`config.mk`:
```
export PLATFORM = sky130hd
export DESIGN_NAME = internal_clock_source
export DESIGN_NICKNAME = d
export VERILOG_FILES = /design/src/rtl/clock_source_pkg.sv /design/src/rtl/internal_clock_source.sv /design/src/rtl/level_sync.sv /design/src/rtl/half_period_divider.sv
export SDC_FILE = /design/constraint.sdc
export NUM_CORES = 1
export LEC_CHECK = 0
export ABC_AREA = 1
export ABC_CLOCK_PERIOD_IN_PS = 6300
export BUFFER_PORTS_ARGS = -buffer_cell sky130_fd_sc_hd__buf_2
export CAP_MARGIN = 25
export CORE_ASPECT_RATIO = 0.7
export CORE_MARGIN = 5
export CORE_UTILIZATION = 60
export CTS_CLUSTER_SIZE = 16
export DETAILED_ROUTE_END_ITERATION = 8
export PLACE_DENSITY = 0.88
export SYNTH_ARGS = -nofsm -noshare
export SYNTH_HDL_FRONTEND = slang
export SYNTH_SLANG_ARGS = --single-unit
```
`constraint.sdc`:
```
create_clock -name clk -period 6.3 [get_ports clk]
set_input_delay 1.26 -clock clk [delete_from_list [all_inputs] [get_ports clk]]
set_output_delay 1.26 -clock clk [all_outputs]
set_load 0.01 [all_outputs]
```
`src/rtl/clock_source_pkg.sv`:
```
// Shared constants, types and register layout of the clock source block.
// Assumes a single 40 MHz system clock and a 32-bit Avalon-MM register bus.
package clock_source_pkg;

  // ---------------------------------------------------------------------
  // Register byte offsets
  // ---------------------------------------------------------------------
  localparam logic [4:0] OFS_CTRL1  = 5'h00;
  localparam logic [4:0] OFS_CTRL2  = 5'h04;
  localparam logic [4:0] OFS_TRIM   = 5'h08;
  localparam logic [4:0] OFS_STATUS = 5'h0c;
  localparam logic [4:0] OFS_MODE   = 5'h10;

  // ---------------------------------------------------------------------
  // Field positions
  // ---------------------------------------------------------------------
  localparam int C1_SRC_LSB  = 6;  // Clock source select, two bits.
  localparam int C1_REFERENCE_DIVIDER_SELECT_LSB = 3;  // Reference divider select, three bits.
  localparam int C1_LREF     = 2;  // Loop reference select.
  localparam int C1_IREN     = 1;  // Internal reference enable.
  localparam int C1_IRSTOP   = 0;  // Internal reference stop enable.
  localparam int C2_ODIV_LSB = 6;  // Output divider select, two bits.
  localparam int C2_RANGE    = 5;  // Oscillator frequency range.
  localparam int C2_HGO      = 4;  // Oscillator high gain.
  localparam int C2_LP       = 3;  // Low power in bypass modes.
  localparam int C2_EOSC     = 2;  // External reference is the oscillator.
  localparam int C2_EREN     = 1;  // External reference enable.
  localparam int C2_ERSTOP   = 0;  // External reference stop enable.
  localparam int ST_RNG_LSB  = 6;  // Oscillator range select and status.
  localparam int ST_DMX      = 5;  // Maximum frequency for 32 kHz option.
  localparam int ST_LREF     = 4;  // Applied loop reference.
  localparam int ST_SRC_LSB  = 2;  // Applied clock source, two bits.
  localparam int ST_OINIT    = 1;  // Oscillator initialised.
  localparam int TRIM_W      = 9;

  // ---------------------------------------------------------------------
  // Reset values and encodings
  // ---------------------------------------------------------------------
  localparam logic [7:0]        CTRL1_RST = 8'h04;
  localparam logic [7:0]        CTRL2_RST = 8'h40;
  localparam logic [TRIM_W-1:0] TRIM_RST  = 9'h100;
  localparam logic [1:0]        RANGE_RST = 2'h0;
  localparam logic [1:0] SRC_LOOP = 2'h0;
  localparam logic [1:0] SRC_INT  = 2'h1;
  localparam logic [1:0] SRC_EXT  = 2'h2;
  localparam logic [1:0] RANGE_LOW = 2'h0;
  localparam logic [1:0] RANGE_MID = 2'h1;
  localparam logic [3:0] HIGH_RANGE_SHIFT = 4'h5;  // Factor 32.
  localparam logic [2:0] HIGH_RANGE_TOP   = 3'h5;  // Codes above are reserved.

  // Indices of the synchronised clock and status inputs.
  localparam int SYNC_W     = 6;
  localparam int S_DCO_LOW  = 0;
  localparam int S_DCO_MID  = 1;
  localparam int S_INT_REF  = 2;
  localparam int S_EXT_PIN  = 3;
  localparam int S_OSC      = 4;
  localparam int S_OSC_INIT = 5;

  typedef enum logic [2:0] {
    MODE_ENGAGED_INT, MODE_ENGAGED_EXT, MODE_BYPASS_INT, MODE_BYPASS_INT_LP,
    MODE_BYPASS_EXT, MODE_BYPASS_EXT_LP, MODE_STOP
  } mode_e;

  // Control lines toward the external crystal oscillator.
  typedef struct packed {
    logic range;
    logic high_gain;
    logic osc_select;
    logic ref_enable;
    logic ref_stop_enable;
  } osc_ctrl_s;

endpackage

```
`src/rtl/internal_clock_source.sv`:
```
// Clock source selection, dividers and oscillator controls with Avalon-MM registers.
// Assumes the oscillator and reference clocks arrive asynchronously and are
// far slower than clk; stop_req comes from logic on clk.
`timescale 1ns/1ps
module internal_clock_source #(
  parameter int LIM_W = 10
) (
  input  wire logic                                clk,
  input  wire logic                                rstn,
  input  wire logic                                ce,
  input  wire logic [4:0]                          address,
  input  wire logic                                read,
  input  wire logic                                write,
  input  wire logic [31:0]                         writedata,
  input  wire logic [3:0]                          byteenable,
  output logic      [31:0]                         readdata,
  output logic                                     waitrequest,
  input  wire logic                                dco_low_clk,
  input  wire logic                                dco_mid_clk,
  input  wire logic                                int_ref_clk,
  input  wire logic                                ext_clk_pin,
  input  wire logic                                osc_clock_in,
  input  wire logic                                osc_init,
  input  wire logic                                stop_req,
  output logic                                     divided_clock_output,
  output logic                                     bus_clk,
  output logic                                     debug_clk,
  output logic                                     loop_ref_clk,
  output logic                                     loop_enable,
  output logic                                     int_ref_active,
  output logic [clock_source_pkg::TRIM_W-1:0]      int_ref_trim,
  output logic [1:0]                               oscillator_range_select,
  output logic                                     max_freq_32k_option,
  output clock_source_pkg::osc_ctrl_s              osc_ctrl,
  output clock_source_pkg::mode_e                  mode
);

  // ---------------------------------------------------------------------
  // Helpers
  // ---------------------------------------------------------------------

  // Half-period limit for a divide factor of two to the power exp2.
  function automatic logic [LIM_W-1:0] ratio_limit(input logic [3:0] exp2);
    logic [10:0] f;
    f = 11'h1 << exp2;
    return LIM_W'(f - 11'h1);
  endfunction

  logic [clock_source_pkg::SYNC_W-1:0] lvl, rise, fall;
  logic [7:0]  ctrl1_q, ctrl1_d, ctrl2_q, ctrl2_d;
  logic [clock_source_pkg::TRIM_W-1:0] trim_q, trim_d;
  logic [1:0]  range_q, range_d, src_q, src_d, src_req, sel_src;
  logic        dmx_q, dmx_d, done_q, done_d, req, wr_ok;
  logic [31:0] rdata_q, rdata_d;
  logic        bus_q, bus_d, dbg_q, dbg_d, lref_q, lref_d, len_q, len_d, iract_q, iract_d;
  clock_source_pkg::mode_e mode_q, mode_d;
  logic        ext_rise, ext_fall, loop_rise, loop_fall, src_rise, src_fall, ext_div_out;
  logic        out_wrap, stopped, low_power;
  logic [2:0]  reference_divider_select_eff;
  logic [3:0]  reference_divider_select_exp;

  // ---------------------------------------------------------------------
  // Input synchronisers
  // ---------------------------------------------------------------------

  // All asynchronous clocks and the oscillator ready flag pass one filter.
  level_sync #(.W(clock_source_pkg::SYNC_W)) u_sync (
    .clk   (clk),
    .rstn  (rstn),
    .ce    (ce),
    .din   ({osc_init, osc_clock_in, ext_clk_pin, int_ref_clk, dco_mid_clk, dco_low_clk}),
    .level (lvl),
    .rise  (rise),
    .fall  (fall)
  );

  // ---------------------------------------------------------------------
  // Register bus
  // ---------------------------------------------------------------------

  // One wait cycle per access; writes land at the edge after the wait, where waitrequest is low.
  assign req         = read || write;
  assign waitrequest = req && !(done_q && ce);
  assign wr_ok       = write && done_q;

  // Next register values and read data.
  always_comb begin
    ctrl1_d = ctrl1_q;
    ctrl2_d = ctrl2_q;
    trim_d  = trim_q;
    range_d = range_q;
    dmx_d   = dmx_q;
    done_d  = req && !done_q;
    rdata_d = rdata_q;
    if (wr_ok) begin
      case (address)
        clock_source_pkg::OFS_CTRL1: begin
          if (byteenable[0]) ctrl1_d = writedata[7:0];
        end
        clock_source_pkg::OFS_CTRL2: begin
          if (byteenable[0]) ctrl2_d = writedata[7:0];
        end
        clock_source_pkg::OFS_TRIM: begin
          if (byteenable[0]) trim_d[7:0] = writedata[7:0];
          if (byteenable[1]) trim_d[8] = writedata[8];
        end
        clock_source_pkg::OFS_STATUS: begin
          if (byteenable[0]) begin
            dmx_d = writedata[clock_source_pkg::ST_DMX];
            // Ranges that are not built are ignored.
            if (writedata[7:6] == clock_source_pkg::RANGE_LOW || writedata[7:6] == clock_source_pkg::RANGE_MID) begin
              range_d = writedata[7:6];
            end
          end
        end
        default: ;
      endcase
    end
    if (read && !done_q) begin
      case (address)
        clock_source_pkg::OFS_CTRL1:  rdata_d = {24'h0, ctrl1_q};
        clock_source_pkg::OFS_CTRL2:  rdata_d = {24'h0, ctrl2_q};
        clock_source_pkg::OFS_TRIM:   rdata_d = {23'h0, trim_q};
        clock_source_pkg::OFS_STATUS: rdata_d = {24'h0, range_q, dmx_q, ctrl1_q[clock_source_pkg::C1_LREF], src_q,
                                                 lvl[clock_source_pkg::S_OSC_INIT], 1'b0};
        clock_source_pkg::OFS_MODE:   rdata_d = {29'h0, mode_q};
        default:                      rdata_d = 32'h0;
      endcase
    end
  end

  // Register file and bus handshake state.
  always_ff @(posedge clk or negedge rstn) begin
    if (!rstn) begin
      ctrl1_q <= clock_source_pkg::CTRL1_RST;
      ctrl2_q <= clock_source_pkg::CTRL2_RST;
      trim_q  <= clock_source_pkg::TRIM_RST;
      range_q <= clock_source_pkg::RANGE_RST;
      dmx_q   <= 1'b0;
      done_q  <= 1'b0;
      rdata_q <= 32'h0;
    end else if (ce) begin
      ctrl1_q <= ctrl1_d;
      ctrl2_q <= ctrl2_d;
      trim_q  <= trim_d;
      range_q <= range_d;
      dmx_q   <= dmx_d;
      done_q  <= done_d;
      rdata_q <= rdata_d;
    end
  end

  assign readdata = rdata_q;

  // ---------------------------------------------------------------------
  // Source selection and dividers
  // ---------------------------------------------------------------------

  // Reserved source code falls back to the loop; low or mid oscillator is the loop clock.
  always_comb begin
    src_req   = ctrl1_q[7:6];
    sel_src   = (src_req == clock_source_pkg::SRC_INT || src_req == clock_source_pkg::SRC_EXT) ?
                src_req : clock_source_pkg::SRC_LOOP;
    {loop_rise, loop_fall} = (range_q == clock_source_pkg::RANGE_MID) ?
                             {rise[clock_source_pkg::S_DCO_MID], fall[clock_source_pkg::S_DCO_MID]} :
                             {rise[clock_source_pkg::S_DCO_LOW], fall[clock_source_pkg::S_DCO_LOW]};
    {ext_rise, ext_fall} = ctrl2_q[clock_source_pkg::C2_EOSC] ?
                           {rise[clock_source_pkg::S_OSC], fall[clock_source_pkg::S_OSC]} :
                           {rise[clock_source_pkg::S_EXT_PIN], fall[clock_source_pkg::S_EXT_PIN]};
    case (src_q)
      clock_source_pkg::SRC_INT: begin
        src_rise = rise[clock_source_pkg::S_INT_REF];
        src_fall = fall[clock_source_pkg::S_INT_REF];
      end
      clock_source_pkg::SRC_EXT: begin
        src_rise = ext_rise;
        src_fall = ext_fall;
      end
      default: begin
        src_rise = loop_rise;
        src_fall = loop_fall;
      end
    endcase
    // Reserved high-range codes hold the largest factor.
    reference_divider_select_eff = (ctrl2_q[clock_source_pkg::C2_RANGE] && ctrl1_q[5:3] > clock_source_pkg::HIGH_RANGE_TOP) ?
               clock_source_pkg::HIGH_RANGE_TOP : ctrl1_q[5:3];
    reference_divider_select_exp = {1'b0, reference_divider_select_eff} +
               (ctrl2_q[clock_source_pkg::C2_RANGE] ? clock_source_pkg::HIGH_RANGE_SHIFT : 4'h0);
  end

  // A new source is applied only as the divided clock falls; a wrap frozen by stop is spent after it.
  assign src_d = (out_wrap && !stopped) ? sel_src : src_q;

  assign stopped   = stop_req;
  assign low_power = ctrl2_q[clock_source_pkg::C2_LP];

  // Output divider on the applied source; it is frozen in stop.
  half_period_divider #(.W(LIM_W)) u_out_div (
    .clk   (clk),
    .rstn  (rstn),
    .ce    (ce && !stopped),
    .rise  (src_rise),
    .fall  (src_fall),
    .limit (ratio_limit({2'b00, ctrl2_q[7:6]})),
    .out   (divided_clock_output),
    .wrap  (out_wrap)
  );

  // Reference divider ahead of the loop.
  half_period_divider #(.W(LIM_W)) u_ref_div (
    .clk   (clk),
    .rstn  (rstn),
    .ce    (ce && len_q),
    .rise  (ext_rise),
    .fall  (ext_fall),
    .limit (ratio_limit(reference_divider_select_exp)),
    .out   (ext_div_out),
    .wrap  ()
  );

  // ---------------------------------------------------------------------
  // Derived clocks, mode and enables
  // ---------------------------------------------------------------------

  // Next state of clocks, mode and loop enables.
  always_comb begin
    bus_d  = (out_wrap && !stopped) ? ~bus_q : bus_q;
    dbg_d  = len_q && (rise[clock_source_pkg::S_DCO_LOW] ? ~dbg_q : dbg_q);
    lref_d = ctrl1_q[clock_source_pkg::C1_LREF] ? lvl[clock_source_pkg::S_INT_REF] : ext_div_out;
    if (stopped) begin
      mode_d = clock_source_pkg::MODE_STOP;
    end else begin
      case (sel_src)
        clock_source_pkg::SRC_INT: mode_d = low_power ? clock_source_pkg::MODE_BYPASS_INT_LP :
                                            clock_source_pkg::MODE_BYPASS_INT;
        clock_source_pkg::SRC_EXT: mode_d = low_power ? clock_source_pkg::MODE_BYPASS_EXT_LP :
                                            clock_source_pkg::MODE_BYPASS_EXT;
        default: mode_d = ctrl1_q[clock_source_pkg::C1_LREF] ? clock_source_pkg::MODE_ENGAGED_INT :
                          clock_source_pkg::MODE_ENGAGED_EXT;
      endcase
    end
    len_d   = !stopped && !(low_power && sel_src != clock_source_pkg::SRC_LOOP);
    iract_d = ctrl1_q[clock_source_pkg::C1_IREN] &&
              (!stopped || ctrl1_q[clock_source_pkg::C1_IRSTOP]);
  end

  // Registers of clocks, mode and enables.
  always_ff @(posedge clk or negedge rstn) begin
    if (!rstn) begin
      src_q   <= clock_source_pkg::SRC_LOOP;
      bus_q   <= 1'b0;
      dbg_q   <= 1'b0;
      lref_q  <= 1'b0;
      mode_q  <= clock_source_pkg::MODE_ENGAGED_INT;
      len_q   <= 1'b1;
      iract_q <= 1'b0;
    end else if (ce) begin
      src_q   <= src_d;
      bus_q   <= bus_d;
      dbg_q   <= dbg_d;
      lref_q  <= lref_d;
      mode_q  <= mode_d;
      len_q   <= len_d;
      iract_q <= iract_d;
    end
  end

  // Outputs toward the loop, oscillator and consumers.
  assign bus_clk                 = bus_q;
  assign debug_clk               = dbg_q;
  assign loop_ref_clk            = lref_q;
  assign loop_enable             = len_q;
  assign int_ref_active          = iract_q;
  assign int_ref_trim            = trim_q;
  assign oscillator_range_select = range_q;
  assign max_freq_32k_option     = dmx_q;
  assign mode                    = mode_q;
  assign osc_ctrl                = {ctrl2_q[clock_source_pkg::C2_RANGE], ctrl2_q[clock_source_pkg::C2_HGO],
                                    ctrl2_q[clock_source_pkg::C2_EOSC], ctrl2_q[clock_source_pkg::C2_EREN],
                                    ctrl2_q[clock_source_pkg::C2_ERSTOP]};

  // ---------------------------------------------------------------------
  // Checks
  // ---------------------------------------------------------------------

  AST_BUS_HALF: assert property (@(posedge clk) disable iff (!rstn)
    $changed(bus_q) |-> $past(out_wrap))
    else $error("bus clock toggled without a divided clock period");
  AST_DEBUG_HALF: assert property (@(posedge clk) disable iff (!rstn)
    $rose(dbg_q) |-> $past(rise[clock_source_pkg::S_DCO_LOW]) && $past(len_q))
    else $error("debug clock rose without a low oscillator edge");
  AST_RANGE_KEEP: assert property (@(posedge clk) disable iff (!rstn)
    ce && wr_ok && address == clock_source_pkg::OFS_STATUS && byteenable[0] && writedata[7]
    |=> range_q == $past(range_q))
    else $error("unsupported oscillator range was accepted");
  AST_TRIM_WRITE: assert property (@(posedge clk) disable iff (!rstn)
    ce && wr_ok && address == clock_source_pkg::OFS_TRIM && byteenable[1:0] == 2'h3
    |=> int_ref_trim == $past(writedata[8:0]))
    else $error("trim write not applied");
  AST_RESERVED_SRC: assert property (@(posedge clk) disable iff (!rstn)
    ce && !stopped && ctrl1_q[7:6] == 2'h3 && ctrl1_q[clock_source_pkg::C1_LREF]
    |=> mode_q == clock_source_pkg::MODE_ENGAGED_INT)
    else $error("reserved source code did not act as the loop");
  AST_LOOP_REF: assert property (@(posedge clk) disable iff (!rstn)
    ce && ctrl1_q[clock_source_pkg::C1_LREF] |=> lref_q == $past(lvl[clock_source_pkg::S_INT_REF]))
    else $error("loop reference is not the internal reference");
  AST_STOP_MODE: assert property (@(posedge clk) disable iff (!rstn)
    ce && stopped |=> mode_q == clock_source_pkg::MODE_STOP && !len_q)
    else $error("stop did not disable the loop");
  AST_BUS_ANSWER: assert property (@(posedge clk) disable iff (!rstn)
    req && !done_q && ce ##1 ce |-> !waitrequest)
    else $error("bus access not answered after one wait cycle");
  AST_SRC_SWITCH: assert property (@(posedge clk) disable iff (!rstn)
    $changed(src_q) |-> $past(out_wrap))
    else $error("source switched outside a divided clock period end");

endmodule

```
`src/rtl/level_sync.sv`:
```
// Three-flop synchroniser with glitch filter and edge pulses, one lane per bit.
// Assumes its inputs are asynchronous to clk.
`timescale 1ns/1ps
module level_sync #(
  parameter int W = 1
) (
  input  wire logic         clk,
  input  wire logic         rstn,
  input  wire logic         ce,
  input  wire logic [W-1:0] din,
  output logic      [W-1:0] level,
  output logic      [W-1:0] rise,
  output logic      [W-1:0] fall
);

  logic [W-1:0] s1_q, s2_q, s3_q, lvl_q, lvl_d, rise_q, rise_d, fall_q, fall_d;

  // ---------------------------------------------------------------------
  // Filter: a lane changes once the second and third flops agree.
  // ---------------------------------------------------------------------
  always_comb begin
    for (int i = 0; i < W; i++) begin
      lvl_d[i] = (s2_q[i] == s3_q[i]) ? s2_q[i] : lvl_q[i];
    end
    rise_d = lvl_d & ~lvl_q;
    fall_d = ~lvl_d & lvl_q;
  end

  // Registers of the chain; the first stage feeds only the second.
  always_ff @(posedge clk or negedge rstn) begin
    if (!rstn) begin
      s1_q   <= '0;
      s2_q   <= '0;
      s3_q   <= '0;
      lvl_q  <= '0;
      rise_q <= '0;
      fall_q <= '0;
    end else if (ce) begin
      s1_q   <= din;
      s2_q   <= s1_q;
      s3_q   <= s2_q;
      lvl_q  <= lvl_d;
      rise_q <= rise_d;
      fall_q <= fall_d;
    end
  end

  assign level = lvl_q;
  assign rise  = rise_q;
  assign fall  = fall_q;

endmodule

```
`src/rtl/half_period_divider.sv`:
```
// Divides a sampled clock by counting its half periods.
// Assumes rise and fall are single-cycle pulses on clk.
`timescale 1ns/1ps
module half_period_divider #(
  parameter int W = 10
) (
  input  wire logic         clk,
  input  wire logic         rstn,
  input  wire logic         ce,
  input  wire logic         rise,
  input  wire logic         fall,
  input  wire logic [W-1:0] limit,
  output logic              out,
  output logic              wrap
);

  logic [W-1:0] cnt_q, cnt_d, lim_q, lim_d;
  logic         out_q, out_d, wrap_q, wrap_d;

  // ---------------------------------------------------------------------
  // Output toggles every limit+1 half periods; a new limit is taken only
  // as the output falls, so no period is ever cut short.
  // ---------------------------------------------------------------------
  always_comb begin
    cnt_d  = cnt_q;
    out_d  = out_q;
    lim_d  = lim_q;
    wrap_d = 1'b0;
    if (rise || fall) begin
      if (cnt_q >= lim_q) begin
        cnt_d = '0;
        out_d = ~out_q;
        if (out_q) begin
          lim_d  = limit;
          wrap_d = 1'b1;
        end
      end else begin
        cnt_d = W'(cnt_q + 1'b1);
      end
    end
  end

  // Divider state.
  always_ff @(posedge clk or negedge rstn) begin
    if (!rstn) begin
      cnt_q  <= '0;
      lim_q  <= '0;
      out_q  <= 1'b0;
      wrap_q <= 1'b0;
    end else if (ce) begin
      cnt_q  <= cnt_d;
      lim_q  <= lim_d;
      out_q  <= out_d;
      wrap_q <= wrap_d;
    end
  end

  assign out  = out_q;
  assign wrap = wrap_q;

  AST_LIMIT_AT_FALL: assert property (@(posedge clk) disable iff (!rstn)
    $changed(lim_q) |-> $past(out_q) && !out_q)
    else $error("divider limit changed outside a falling output");

endmodule

```
## Word level (Yosys, flattened, before mapping)

Cells that the tools add are included.

| cells by class | value |
|---|---|
| add/subtract/negate cells | 5 |
| magnitude comparators | 3 |
| eq/ne operators | 18 |
| shift-type cells | 2 |
| muxes and demuxes | 26 |
| bitwise logic cells | 8 |
| reductions and logical operators | 40 |

Operators by type and width:

| cell | count |
|---|---|
| 9-bit case mux with 5 select lines | 1 |
| 4-bit AND reduction | 7 |
| 10-bit by 1-bit adder with 10-bit output (second input constant) | 2 |
| 10-bit greater-or-equal comparator | 2 |
| 10-bit 2-to-1 mux | 2 |
| 10-bit by 1-bit subtractor with 10-bit output (second input constant) | 2 |
| 1-bit 2-to-1 mux | 14 |
| 1-bit logical AND | 13 |
| 5-bit bitwise AND | 2 |
| 2-bit by 1-bit == test with 1-bit output (second input constant) | 5 |
| 5-bit by 4-bit == test with 1-bit output (second input constant) | 2 |
| 5-bit NOT | 2 |
| 1-bit by 2-bit << shifter with 10-bit output (first input constant) | 1 |
| 1-bit by 4-bit << shifter with 10-bit output (first input constant) | 1 |
| 3-bit 2-to-1 mux | 3 |
| 2-bit AND reduction | 4 |
| 1-bit == test | 6 |
| 2-bit == test (second input constant) | 3 |
| 1-bit logical OR | 6 |
| 2-bit 2-to-1 mux | 3 |
| 3-bit case mux with 2 select lines | 1 |
| 3-bit AND reduction | 2 |
| 5-bit by 3-bit == test with 1-bit output (second input constant) | 1 |
| 5-bit == test (second input constant) | 1 |
| other kinds (9) | 16 |

| word-level totals | value |
|---|---|
| flip-flop bits (word level) | 148 |
| input bits | 53 |
| output and inout port bits | 59 |
| logic and storage cells | 130 |

## Logic depth before layout (Yosys ltp)

| logic depth | value |
|---|---|
| depth in word-level cells | 7 |
| gate-level depth with buffers | 17 |
| depth with buffers taken out | 17 |

## Cells and area by module

Synthesis repeated with hierarchy kept, for this count alone.

| unflattened totals | value |
|---|---|
| cell total of the unflattened synthesis | 907 |
| area, all modules | 7,176.9 µm² |

By module, submodules not included:

| module | instances | cells each | area an instance (µm²) | seq. area each (µm²) |
|---|---|---|---|---|
| internal_clock_source | 1 | 384 | 2,966.6 | 1,206.2 |
| half_period_divider | 2 | 171 | 1,348.8 | 550.5 |
| level_sync | 1 | 181 | 1,512.7 | 900.9 |

## Worst setup path after synthesis

Ideal clock, no wire load.

| path | value |
|---|---|
| kind | input port to output port |
| start | input ce |
| end | output waitrequest |
| arrival time | 1.822 ns |
| required time | 5.040 ns |
| slack | 3.218 ns |
| cell stages on the path | 3 |
| path buffers | 2 |
| path through | buf_2 > clkbuf_1 > a21oi_1 |

| between the ends | value |
|---|---|
| longest elaborated chain between the ends | 3 |

RTL lines:

| what | line | source |
|---|---|---|
| start: declaration | internal_clock_source.sv:10 | `input wire logic ce,` |
| 1-bit logical AND | internal_clock_source.sv:83 | `assign waitrequest = req && !(done_q && ce);` |
| 1-bit logical NOT | internal_clock_source.sv:83 |  |
| 1-bit logical AND | internal_clock_source.sv:83 |  |
| end: declaration | internal_clock_source.sv:17 | `output logic waitrequest,` |

No other way between the ends.

## Final worst setup path

Same ends and word-level chain as after synthesis.

==> run metrics <==
Leakage=3.93 nW; worst slew pin tran=0.771 ns; vias in the first global route=5549; DR vias/cell=5.49; starting DRC count in detailed routing=538; GRT overflow=0; Clock Skews=0.0112 ns; pin count of the biggest net entering global routing=85; reg2reg start=ctrl2_q[5]$_DFFE_PN0P_; via count=5755; Worst Hold End=bus_clk$_DFFE_PN0P_; R2R depth=13; Post-synth EDFFs=0; Netlist Area Pre-Place=6570 sq um; Post-Route WL=16400 um; Routed WL per cell=15.6 um; GRT Util Overall=0.253; hold_sp=bus_clk$_DFFE_PN0P_; part of the cycle the worst path needs=0.520; maximum clock frequency=0.305 GHz; WP data required=5.04 ns; post-layout min period=3.28 ns; most common cell after layout, fill and taps aside=nand2_1; share of layout cells above drive strength 1=0.147; Boundary Pins=112; r2r setup slk=3.73 ns; Initial Util=0.606; post-CTS setup buffer count=0; # resized after CTS=0; Final HPWL DP=11100 um; Layout area overhead=13.8%; Die ar.=13200 sq um; relative slew slack=0.482; ys async rst share=1.00; # setup viols final=0; register area share after synthesis=0.461; Peak VDD IR=221 uV; dominant synthesized flop cell=dfrtp_1; filler cell count=802; number of max-cap violations=0; die height=97.6 um; outcome=finished, final reports clean; Worst setup SP type=input port; Final Net Count=966; Netlist cell types=43; GP Congestion=0.844; Root Buffer=clkbuf_16; nature of the critical path endpoint=output pin; Final Hold Viols=0; maximum net fanout on the critical path=47; Antenna diodes=0; first-pass GRT wire length=26900 um; antenna-violating nets left=0; Initial DRT Pass Iterations=6; Hold Path Class=flip-flop to flip-flop; clk sinks=121; chip width=135 um; Num CTS Buffers=17; post-synthesis cell count=819; H-tree depth=4; Hold-fix buffers, CTS=0; WHS Path Cells=1; CP Class=input port to output pin; Clk Latency, worst-skew pair=0.42 ns; RSZ-0062 raised after global routing=no; FF+latch count, synth=121; setup TNS=0 ns; Warnings, synthesis=0; num rows=32; CTS Buffer Depth=2; worst r2r dst=u_ref_div.lim_q[2]$_DFFE_PN0P_; number of port buffers=63; DRC=0; pwr dens=326 nW/um^2; Core ar.=10900 sq um; Post-Syn Area per Cell=8.03 sq um; commonest non-fill, non-tap cells in the layout=nand2_1, dfrtp_1, inv_1, buf_2; Finished Core Util=0.690; Total Power=2.44 mW; max-slew violations=0; Clk pin slew, worst setup/hold paths=0.05 ns; antenna violations before repair=0; CTS tree=done; Worst EP arrival=2.02 ns
## state kept, by name (all words and copies together), names as in the netlist, 2 cells and up
name / flops
u_sync.rise: 5
readdata: 9
u_sync.s1_q: 6
u_sync.level: 6
u_sync.s2_q: 6
src_q: 2
oscillator_range_select: 2
int_ref_trim: 9
u_sync.fall: 5
u_out_div.cnt_q: 10
u_ref_div.lim_q: 10
u_out_div.lim_q: 6
u_ref_div.cnt_q: 10
ctrl1_q: 8
ctrl2_q: 8
mode: 3
u_sync.s3_q: 6
## area by class of cell
cell class / instances / area, sq um / area share
clock buffer: 20 / 447 / 0.0597
clock inverter: 12 / 125 / 0.0167
inverter: 112 / 420 / 0.0562
sequential: 121 / 3030 / 0.405
tap: 153 / 191 / 0.0256
timing repair buffer: 67 / 368 / 0.0492
multi-input combinational: 564 / 2900 / 0.387
## where the power goes
part	total (mW)	internal (mW)	leakage, nW	switching [mW]
Clock	0.942	0.590	0.276	0.352
Sequential	0.985	0.881	1.60	0.105
Combinational	0.510	0.171	2.05	0.339
## how the worst max path moves through the flow
| stage | startpoint | end | depth (start not counted) | slack [ns] |
|---|---|---|---|---|
| finish | ce | waitrequest | 4 | 3.02 |
| CTS | ce | waitrequest | 4 | 3.05 |
| global placement | ce | u_out_div.lim_q[8]$_DFFE_PN0P_ | 10 | 2.78 |
| global route | ce | u_out_div.lim_q[2]$_DFFE_PN0P_ | 10 | 2.80 |
| floorplan | ce | waitrequest | 3 | 3.22 |
| detailed placement | ce | u_out_div.lim_q[2]$_DFFE_PN0P_ | 10 | 2.67 |
## cells by family after synthesis
family	share of synthesized area
flip-flops	0.461
AO/OA/AOI/OAI	0.101
buffers and inverters	0.110
other	0.000571
adder cells (fa/ha/maj)	0.0586
AND/OR/NAND/NOR	0.255
XOR/XNOR	0.0133
## worst max-delay path: stages
cell     delay, ns
buf_2         0.08
buf_4         0.38
a21oi_1       0.12
buf_2         0.16
## stage by stage
| stage | setup slack (ns) | area [sq um] | std cells | hold slack, ns |
|---|---|---|---|---|
| after floorplan | 3.22 | 6660 | 841 | 0.436 |
| after global placement | 2.78 | 6880 | 1016 | 0.455 |
| after detailed placement | 2.67 | 6880 | 1016 | 0.457 |
| after CTS | 3.05 | 7450 | 1048 | 0.474 |
| after global routing | 2.80 | 7480 | 1049 | 0.492 |
| final | 3.02 | 7480 | 1049 | 0.469 |
## per-layer routing
metal / GRT usage / routed length, um / part of all wire
met4: 0.0891 / 318 / 0.019
met2: 0.401 / 7570 / 0.46
met1: 0.347 / 6980 / 0.43
met3: 0.0512 / 1490 / 0.091
met5: 0 / 0 / 0
## Yosys cell counts (all sizes together), types with 6 or more instances
master | number | area (sq um)
nor2 | 56 | 230
o21ai | 76 | 418
nand3 | 41 | 215
a21oi | 20 | 104
o211ai | 6 | 45.0
nand4 | 27 | 169
buf | 38 | 282
xor2 | 9 | 78.8
nand2 | 245 | 942
clkbuf | 6 | 22.5
inv | 111 | 417
ha | 30 | 375
nor3 | 10 | 50.1
dfrtp | 117 | 2930
Power figures use the tool's default switching activity.
